### config.mk
export PLATFORM = sky130hd
export DESIGN_NAME = ltp_ctrl
export DESIGN_NICKNAME = d
export VERILOG_FILES = /design/src/shared/ltp_pkg.sv /design/src/design/ltp_ctrl.sv /design/src/design/ltp_fifo.sv
export VERILOG_INCLUDE_DIRS = /design/src /design/src/shared
export SDC_FILE = /design/constraint.sdc
export NUM_CORES = 1
export LEC_CHECK = 0
export ABC_AREA = 1
export BUFFER_PORTS_ARGS = -buffer_cell sky130_fd_sc_hd__buf_2
export CAP_MARGIN = 0
export CORE_MARGIN = 1
export CORE_UTILIZATION = 35
export CTS_CLUSTER_DIAMETER = 100
export DETAILED_ROUTE_END_ITERATION = 8
export GPL_TIMING_DRIVEN = 1
export PLACE_DENSITY_LB_ADDON = 0.2
export SYNTH_ARGS = -nofsm -noshare
export SYNTH_HDL_FRONTEND = slang
export SYNTH_SLANG_ARGS = --single-unit
export TNS_END_PERCENT = 30
### constraint.sdc
create_clock -name mclk_i -period 5.5 [get_ports mclk_i]
set_clock_uncertainty 0.05 [all_clocks]
set_input_delay 1.1 -clock mclk_i [delete_from_list [all_inputs] [get_ports mclk_i]]
set_output_delay 1.1 -clock mclk_i [all_outputs]
set_load 0.02 [all_outputs]
### src/shared/ltp_defines.svh
// Operation
// in normal mode a transmit falling edge starts the dominant timeout timer
// transmit low past the dominant timeout switches the bus driver off; a low held from before normal mode is never timed out
// transmit rising edge clears the fault, resets the timer, re-enables driver
// during timeout fault stay normal; receive follows bus; inhibit, termination stay on
// an open transmit input reads as low, a known state
// master picks bit rate so a 13 to 26 bit break beats timeout
// slave picks bit rate so nine dominant bits plus margin beat timeout
// over-temperature indication disables the bus driver
// driver returns after over-temperature only in normal mode; outputs unchanged meanwhile
// every sleep entry samples the bus for a stuck dominant level
// bus dominant at sleep entry blocks remote wake until recessive is seen
// supply undervoltage holds power-on reset and keeps the bus quiet
// mode enable high gives normal mode; low gives sleep without transmit path
// remote wake needs falling edge, dominant for filter time, then recessive
// dominant timeout is a counter on the clock with a parameter length
`ifndef LTP_DEFINES_SVH
`define LTP_DEFINES_SVH

// ****************************************
// time base
// ****************************************
`define LTP_CLK_MHZ 250
// minimum times; each rounds up exactly at an integer clock rate
`define LTP_DST_US 1000
`define LTP_DST_CYC (`LTP_DST_US * `LTP_CLK_MHZ)
`define LTP_BUS_FILT_US 30
`define LTP_BUS_FILT_CYC (`LTP_BUS_FILT_US * `LTP_CLK_MHZ)
`define LTP_LWAKE_US 30
`define LTP_LWAKE_CYC (`LTP_LWAKE_US * `LTP_CLK_MHZ)
`define LTP_CW 20
// synchroniser depth before the first mode decision out of power-on reset
`define LTP_POR_SETTLE 2

// ****************************************
// synchroniser bit positions
// ****************************************
`define LTP_NSYNC 6
`define LTP_IX_TXD 0
`define LTP_IX_EN 1
`define LTP_IX_BUS 2
`define LTP_IX_LWN 3
`define LTP_IX_OT 4
`define LTP_IX_UV 5
`define LTP_SYNC_RST 6'h08

// ****************************************
// receive fifo shape
// ****************************************
`define LTP_FIFO_W 1
`define LTP_FIFO_D 16

`endif

### src/shared/ltp_pkg.sv
`include "ltp_defines.svh"

package ltp_pkg;

  typedef enum logic [1:0] {
    LTP_POR,
    LTP_SLEEP,
    LTP_STANDBY,
    LTP_NORMAL
  } ltp_mode_e;

  typedef struct packed {
    logic [`LTP_NSYNC-1:0] s1;
    logic [`LTP_NSYNC-1:0] s2;
    logic txd_prev;
    logic bus_prev;
    ltp_mode_e mode;
    logic dst_run;
    logic dst_fault;
    logic [`LTP_CW-1:0] dst_cnt;
    logic lock;
    logic wake_dom;
    logic [`LTP_CW-1:0] wake_cnt;
    logic [`LTP_CW-1:0] lw_cnt;
    logic wake_src;
    logic drv_n;
    logic rxd;
    logic regulator_inhibit_output;
    logic term;
    logic por;
    logic rx_room;
  } ltp_state_s;

endpackage

### src/design/ltp_ctrl.sv
`timescale 1ns/1ps
`include "ltp_defines.svh"
module ltp_ctrl #(
  parameter logic [`LTP_CW-1:0] DST_CYC = `LTP_CW'(`LTP_DST_CYC),
  parameter logic [`LTP_CW-1:0] WAKE_CYC = `LTP_CW'(`LTP_BUS_FILT_CYC),
  parameter logic [`LTP_CW-1:0] LW_CYC = `LTP_CW'(`LTP_LWAKE_CYC)
) (
  // clock and reset
  input wire logic mclk_i,
  input wire logic srst_i,
  // host logic pins
  input wire logic txd_i,
  input wire logic en_i,
  output logic rxd_o,
  output logic wake_src_o,
  // bus pin, open drain
  input wire logic bus_i,
  output logic bus_o,
  output logic bus_oe_n_o,
  // monitors and local wake
  input wire logic overtemp_i,
  input wire logic undervolt_i,
  input wire logic local_wake_n_i,
  // power control
  output logic inh_o,
  output logic term_o,
  output logic por_o,
  // received edge stream
  output logic rx_valid_o,
  output logic [`LTP_FIFO_W-1:0] rx_data_o,
  input wire logic rx_ready_i,
  output logic rx_room_o
);

  // ****************************************
  // state
  // ****************************************
  ltp_pkg::ltp_state_s q_ff;
  ltp_pkg::ltp_state_s nxt_q;
  logic txd_s;
  logic en_s;
  logic bus_s;
  logic lwn_s;
  logic ot_s;
  logic uv_s;
  logic txd_fell;
  logic txd_rose;
  logic rx_push;
  logic fifo_in_ready;

  assign txd_s = q_ff.s2[`LTP_IX_TXD];
  assign en_s = q_ff.s2[`LTP_IX_EN];
  assign bus_s = q_ff.s2[`LTP_IX_BUS];
  assign lwn_s = q_ff.s2[`LTP_IX_LWN];
  assign ot_s = q_ff.s2[`LTP_IX_OT];
  assign uv_s = q_ff.s2[`LTP_IX_UV];
  assign txd_fell = q_ff.txd_prev & ~txd_s;
  assign txd_rose = ~q_ff.txd_prev & txd_s;
  // only edges are queued; level changes made while the fifo is full merge, so a pair of them is lost
  assign rx_push = (q_ff.mode == ltp_pkg::LTP_NORMAL) & (bus_s != q_ff.bus_prev);

  // ****************************************
  // next state
  // ****************************************
  always_comb begin
    nxt_q = q_ff;
    nxt_q.s1 = {undervolt_i, overtemp_i, local_wake_n_i, bus_i, en_i, txd_i};
    nxt_q.s2 = q_ff.s1;
    nxt_q.txd_prev = txd_s;

    case (q_ff.mode)
      ltp_pkg::LTP_POR: begin
        // reset synchroniser values would flash a false standby wake request
        if (q_ff.wake_cnt != `LTP_CW'(`LTP_POR_SETTLE)) begin
          nxt_q.wake_cnt = q_ff.wake_cnt + `LTP_CW'(1);
        end else if (en_s) begin
          nxt_q.mode = ltp_pkg::LTP_NORMAL;
        end else begin
          nxt_q.mode = ltp_pkg::LTP_STANDBY;
        end
      end
      ltp_pkg::LTP_NORMAL: begin
        // enable low sleeps
        if (~en_s) begin
          nxt_q.mode = ltp_pkg::LTP_SLEEP;
          // sample bus on entry
          nxt_q.lock = ~bus_s;
          nxt_q.wake_cnt = '0;
          nxt_q.wake_dom = 1'b0;
          nxt_q.lw_cnt = '0;
        end
      end
      ltp_pkg::LTP_STANDBY: begin
        if (en_s) begin
          nxt_q.mode = ltp_pkg::LTP_NORMAL;
        end
      end
      ltp_pkg::LTP_SLEEP: begin
        if (en_s) begin
          nxt_q.mode = ltp_pkg::LTP_NORMAL;
        end else begin
          if (~lwn_s) begin
            if (q_ff.lw_cnt == LW_CYC - `LTP_CW'(1)) begin
              nxt_q.mode = ltp_pkg::LTP_STANDBY;
              nxt_q.wake_src = 1'b0;
            end else begin
              nxt_q.lw_cnt = q_ff.lw_cnt + `LTP_CW'(1);
            end
          end else begin
            nxt_q.lw_cnt = '0;
          end
          // stuck bus lockout
          if (q_ff.lock) begin
            if (bus_s) begin
              nxt_q.lock = 1'b0;
            end
          end else if (~bus_s) begin
            // dominant filter
            if (~q_ff.wake_dom) begin
              if (q_ff.wake_cnt == WAKE_CYC - `LTP_CW'(1)) begin
                nxt_q.wake_dom = 1'b1;
              end else begin
                nxt_q.wake_cnt = q_ff.wake_cnt + `LTP_CW'(1);
              end
            end
          end else begin
            // return to recessive
            if (q_ff.wake_dom && (nxt_q.mode == ltp_pkg::LTP_SLEEP)) begin
              nxt_q.mode = ltp_pkg::LTP_STANDBY;
              nxt_q.wake_src = 1'b1;
            end
            nxt_q.wake_cnt = '0;
            nxt_q.wake_dom = 1'b0;
          end
        end
      end
      default: begin
        nxt_q.mode = ltp_pkg::LTP_POR;
      end
    endcase

    // undervoltage holds reset
    if (uv_s) begin
      nxt_q.mode = ltp_pkg::LTP_POR;
      nxt_q.wake_cnt = '0;
    end
    if (nxt_q.mode != ltp_pkg::LTP_SLEEP) begin
      nxt_q.lock = 1'b0;
      nxt_q.wake_dom = 1'b0;
      nxt_q.lw_cnt = '0;
    end
    if ((nxt_q.mode != ltp_pkg::LTP_SLEEP) && (nxt_q.mode != ltp_pkg::LTP_POR)) begin
      nxt_q.wake_cnt = '0;
    end

    // dominant timeout, only meaningful in normal mode
    if (nxt_q.mode != ltp_pkg::LTP_NORMAL) begin
      nxt_q.dst_run = 1'b0;
      nxt_q.dst_fault = 1'b0;
      nxt_q.dst_cnt = '0;
    end else if (txd_rose) begin
      // rising edge clears
      nxt_q.dst_run = 1'b0;
      nxt_q.dst_fault = 1'b0;
      nxt_q.dst_cnt = '0;
    end else if (txd_fell) begin
      // falling edge starts
      nxt_q.dst_run = 1'b1;
      nxt_q.dst_cnt = '0;
    end else if (q_ff.dst_run && ~q_ff.dst_fault) begin
      // counter on clock
      if (q_ff.dst_cnt == DST_CYC - `LTP_CW'(1)) begin
        nxt_q.dst_fault = 1'b1;
      end else begin
        nxt_q.dst_cnt = q_ff.dst_cnt + `LTP_CW'(1);
      end
    end

    // driver gating
    nxt_q.drv_n = ~((nxt_q.mode == ltp_pkg::LTP_NORMAL) & ~txd_s & ~nxt_q.dst_fault & ~ot_s);
    // outputs held in fault
    case (nxt_q.mode)
      ltp_pkg::LTP_NORMAL: nxt_q.rxd = bus_s;
      ltp_pkg::LTP_STANDBY: nxt_q.rxd = 1'b0;
      default: nxt_q.rxd = 1'b1;
    endcase
    nxt_q.regulator_inhibit_output = (nxt_q.mode == ltp_pkg::LTP_NORMAL) | (nxt_q.mode == ltp_pkg::LTP_STANDBY);
    nxt_q.term = nxt_q.regulator_inhibit_output;
    nxt_q.por = (nxt_q.mode == ltp_pkg::LTP_POR);

    // a full fifo holds the edge back until it is taken
    if (q_ff.mode != ltp_pkg::LTP_NORMAL) begin
      nxt_q.bus_prev = bus_s;
    end else if (rx_push && fifo_in_ready) begin
      nxt_q.bus_prev = bus_s;
    end
    nxt_q.rx_room = fifo_in_ready;
  end

  always_ff @(posedge mclk_i) begin
    if (srst_i) begin
      q_ff <= '0;
      // open transmit reads low
      q_ff.s1 <= `LTP_SYNC_RST;
      q_ff.s2 <= `LTP_SYNC_RST;
      q_ff.bus_prev <= 1'b1;
      q_ff.mode <= ltp_pkg::LTP_POR;
      q_ff.drv_n <= 1'b1;
      q_ff.rxd <= 1'b1;
      q_ff.por <= 1'b1;
    end else begin
      q_ff <= nxt_q;
    end
  end

  // ****************************************
  // receive queue
  // ****************************************
  ltp_fifo #(
    .W(`LTP_FIFO_W),
    .D(`LTP_FIFO_D)
  ) u_rx_fifo (
    .mclk_i(mclk_i),
    .srst_i(srst_i),
    .in_valid_i(rx_push),
    .in_data_i(bus_s),
    .in_ready_o(fifo_in_ready),
    .out_valid_o(rx_valid_o),
    .out_data_o(rx_data_o),
    .out_ready_i(rx_ready_i)
  );

  assign bus_o = 1'b0;
  assign bus_oe_n_o = q_ff.drv_n;
  assign rxd_o = q_ff.rxd;
  assign wake_src_o = q_ff.wake_src;
  assign inh_o = q_ff.regulator_inhibit_output;
  assign term_o = q_ff.term;
  assign por_o = q_ff.por;
  assign rx_room_o = q_ff.rx_room;
endmodule // ltp_ctrl

### src/design/ltp_fifo.sv
`timescale 1ns/1ps
`include "ltp_defines.svh"
module ltp_fifo #(
  parameter int W = `LTP_FIFO_W,
  parameter int D = `LTP_FIFO_D
) (
  // clock and reset
  input wire logic mclk_i,
  input wire logic srst_i,
  // fill side
  input wire logic in_valid_i,
  input wire logic [W-1:0] in_data_i,
  output logic in_ready_o,
  // drain side
  output logic out_valid_o,
  output logic [W-1:0] out_data_o,
  input wire logic out_ready_i
);
  localparam int AW = $clog2(D);

  typedef struct packed {
    logic [D-1:0][W-1:0] mem;
    logic [AW-1:0] wr;
    logic [AW-1:0] rd;
    logic [AW:0] cnt;
  } ltp_fifo_s;

  ltp_fifo_s q_ff;
  ltp_fifo_s nxt_q;
  logic do_wr;
  logic do_rd;

  assign in_ready_o = (q_ff.cnt != (AW+1)'(D));
  assign out_valid_o = (q_ff.cnt != '0);
  assign out_data_o = q_ff.mem[q_ff.rd];

  always_comb begin
    nxt_q = q_ff;
    do_wr = in_valid_i & in_ready_o;
    do_rd = out_valid_o & out_ready_i;
    if (do_wr) begin
      nxt_q.mem[q_ff.wr] = in_data_i;
      nxt_q.wr = (q_ff.wr == AW'(D-1)) ? '0 : q_ff.wr + AW'(1);
    end
    if (do_rd) begin
      nxt_q.rd = (q_ff.rd == AW'(D-1)) ? '0 : q_ff.rd + AW'(1);
    end
    if (do_wr & ~do_rd) begin
      nxt_q.cnt = q_ff.cnt + (AW+1)'(1);
    end else if (do_rd & ~do_wr) begin
      nxt_q.cnt = q_ff.cnt - (AW+1)'(1);
    end
  end

  always_ff @(posedge mclk_i) begin
    if (srst_i) begin
      q_ff <= '0;
    end else begin
      q_ff <= nxt_q;
    end
  end
endmodule // ltp_fifo

==> results.sh <==
export IMPL_outcome="finished, final reports clean"
export IMPL_synth_distinct_cells=35
export IMPL_tns_ns=0
export IMPL_antenna_found_initial=0
export IMPL_initial_utilization_pct=36.23
export IMPL_clkLatencyLatePin_ns=0.42
export IMPL_num_rows=48
export IMPL_synth_top_cell_by_area="dfxtp_1"
export IMPL_crit_type="register to output pin"
export IMPL_core_area_um2=17540
export IMPL_hpwl_mm=10.80
export IMPL_p_per_area_nw_per_um2=354.7
export IMPL_drc=0
export IMPL_die_area_um2=18700
export IMPL_setup_ws_ns=2.409
export IMPL_regMostFlops="q_ff"
export IMPL_final_area_um2=7219
export IMPL_root_buffer="clkbuf_16"
export IMPL_timing_hold_ws_ns=0.3511
export IMPL_grt_max_degree=31
export IMPL_synth_area_um2=6354
export IMPL_drv_slew=0
export IMPL_max_clock_path_buffers=2
export IMPL_yosys_warnings=0
export IMPL_grt_pass1_vias=5354
export IMPL_io_buffers=17
export IMPL_nets=994
export IMPL_routedWlPerCell_um=12.43
export IMPL_slew_headroom_pct=53.40
export IMPL_synth_area_leaders="dfxtp_1 36%, nand2_1 13%, nor2_1 7.4%"
export IMPL_final_common_cell="nand2_1"
export IMPL_synth_main_ff_cell="dfxtp_1"
export IMPL_layout_drive_gt1_share_pct=7.927
export IMPL_cp_required_ns=4.35
export IMPL_clock_sinks=115
export IMPL_final_cell_mix="222 x nand2_1, 125 x nor2_1, 118 x inv_1"
export IMPL_hold_violations=0
export IMPL_clk_pin_slew_worst_paths_ns=0.06
export IMPL_setup_violations=0
export IMPL_cts_tree="built"
export IMPL_rsz0062_at_grt="false"
export IMPL_yosysSeqAreaShare_pct=36.23
export IMPL_die_width_um=136.7
export IMPL_ys_ff_latch=115
export IMPL_cts_buffers=17
export IMPL_wl_mm=15.03
export IMPL_postCtsHoldBufs=0
export IMPL_cap_violations=0
export IMPL_crit_path_end_kind="output pin"
export IMPL_ys_async_sr_fraction_pct=0
export IMPL_yosysTopAreaCellShare_pct=36.23
export IMPL_final_min_clock_period_ns=3.091
export IMPL_antennaDiodeCount=0
export IMPL_area_growth_pct=13.63
export IMPL_globalRouteTotalUtil_pct=17.35
export IMPL_ant_nets=0
export IMPL_worstMarginPinSlew_ns=0.6982
export IMPL_gp_congestion=0.8281
export IMPL_synth_edf_count=0
export IMPL_dpl_cell_area_um2=6566
export IMPL_cts_resized=0
export IMPL_grt_first_pass_wirelength_mm=25.58
export IMPL_worstPathArrival_ns=1.94
export IMPL_cp_max_fo=11
export IMPL_drt_iter0_markers=359
export IMPL_max_freq_ghz=0.3236
export IMPL_post_place_ws_ns=2.455
export IMPL_postCtsSetupRepairBufs=0
export IMPL_grt_ovfl_total=0
export IMPL_synthCells=965
export IMPL_largest_reg_flops=69
export IMPL_num_vias=5823
export IMPL_leakage_uw=0.002749
export IMPL_vias_per_cell=4.816
export IMPL_cts_htree_levels=4
export IMPL_vdd_ir_drop_worst_v=0.0002174
export IMPL_start_kind="register"
export IMPL_syn_num_nets=988
export IMPL_hold_class="register to register"
export IMPL_layout_worst_path_cycle_share_pct=56.19
export IMPL_die_h_um=136.7
export IMPL_ioPinCount=19
export IMPL_total_power_uw=2561
export IMPL_firstDrtPassIters=5
export IMPL_avgSynthCellArea_um2=6.584
-- path summary, 6_finish.rpt --
| check | slack [ns] | startpoint | to | cells after the start |
|---|---|---|---|---|
| worst max-delay path | 2.41 | u_rx_fifo.q_ff[5] | rx_data_o | 6 |
| worst max register to register | 2.48 | q_ff[71] | u_rx_fifo.q_ff[4] | 16 |
| worst min-delay path | 0.35 | nxt_q[75] | nxt_q[74] | 2 |
| worst min register to register | 0.35 | nxt_q[75] | nxt_q[74] | 2 |
-- cell type report --
class	instances	area (um^2)
Multi-Input combinational cell	696	3425
Clock buffer	22	484.2
Fill cell	1870	10320
Timing Repair Buffer	19	100.1
Clock inverter	10	168.9
Inverter	122	457.9
Tap cell	225	281.5
Sequential cell	115	2302
-- through the flow --
step	cells	utilization [%]
after floorplan	965	-
after detailed placement	1177	37.44
after global placement	1177	37.44
final	1209	41.17
after CTS	1209	41.17
after global routing	1209	41.17
-- where the power goes --
part	switching (uW)	total (uW)	internal [uW]
logic	283	417	134
clock network	405	1220	810
registers	48.0	928	880
total	736	2560	1820
-- critical path, stage by stage, from the launching register on --
cell      delay, ns
dfxtp_1        0.48
inv_1          0.24
o21ai_0        0.32
o211ai_1       0.16
nand3_1        0.09
nand3_1        0.07
buf_2          0.16
-- synthesized netlist by cell type, types with 2 or more instances --
cell type and count:
nand2_1 222, nor2_1 125, inv_1 118, dfxtp_1 115, a21oi_1 75, nand3_1 72
o21ai_0 49, nand4_1 31, nor3_1 31, xor2_1 24, clkbuf_1 14, ha_1 13
buf_2 12, or2_2 8, nor4_1 7, xnor2_1 6, a31oi_1 4, inv_2 4
nand3_2 4, a211oi_1 3, buf_4 3, buf_6 3, nand2_2 3, nor2_2 3
nor3_2 3, a21o_1 2, nor3b_1 2, o211ai_1 2
-- cells by family (layout without fill, tap and decap cells) --
group,Yosys count,in the layout,share of synthesized area (%)
AOI/OAI and AO/OA,137,137,11.28
xor gates and xnor gates,30,30,4.135
buffers and inverters,154,173,9.866
other,1,1,0.05902
and+or+nand+nor,514,514,35.55
adders and majority gates,14,14,2.875
DFF,115,115,36.23
-- per-layer routing --
metal | part of all wire (%) | vias up | wire length [um] | track usage (%)
met4 | 1.2 | 0 | 187 | 6.481
met3 | 3.3 | 14 | 502 | 3.519
li1 | - | 3136 | - | -
met5 | 0 | - | 0 | 0
met2 | 44 | 89 | 6639 | 26.96
met1 | 51 | 2584 | 7699 | 23.53
No activity file was read; power rests on OpenSTA's default activity.
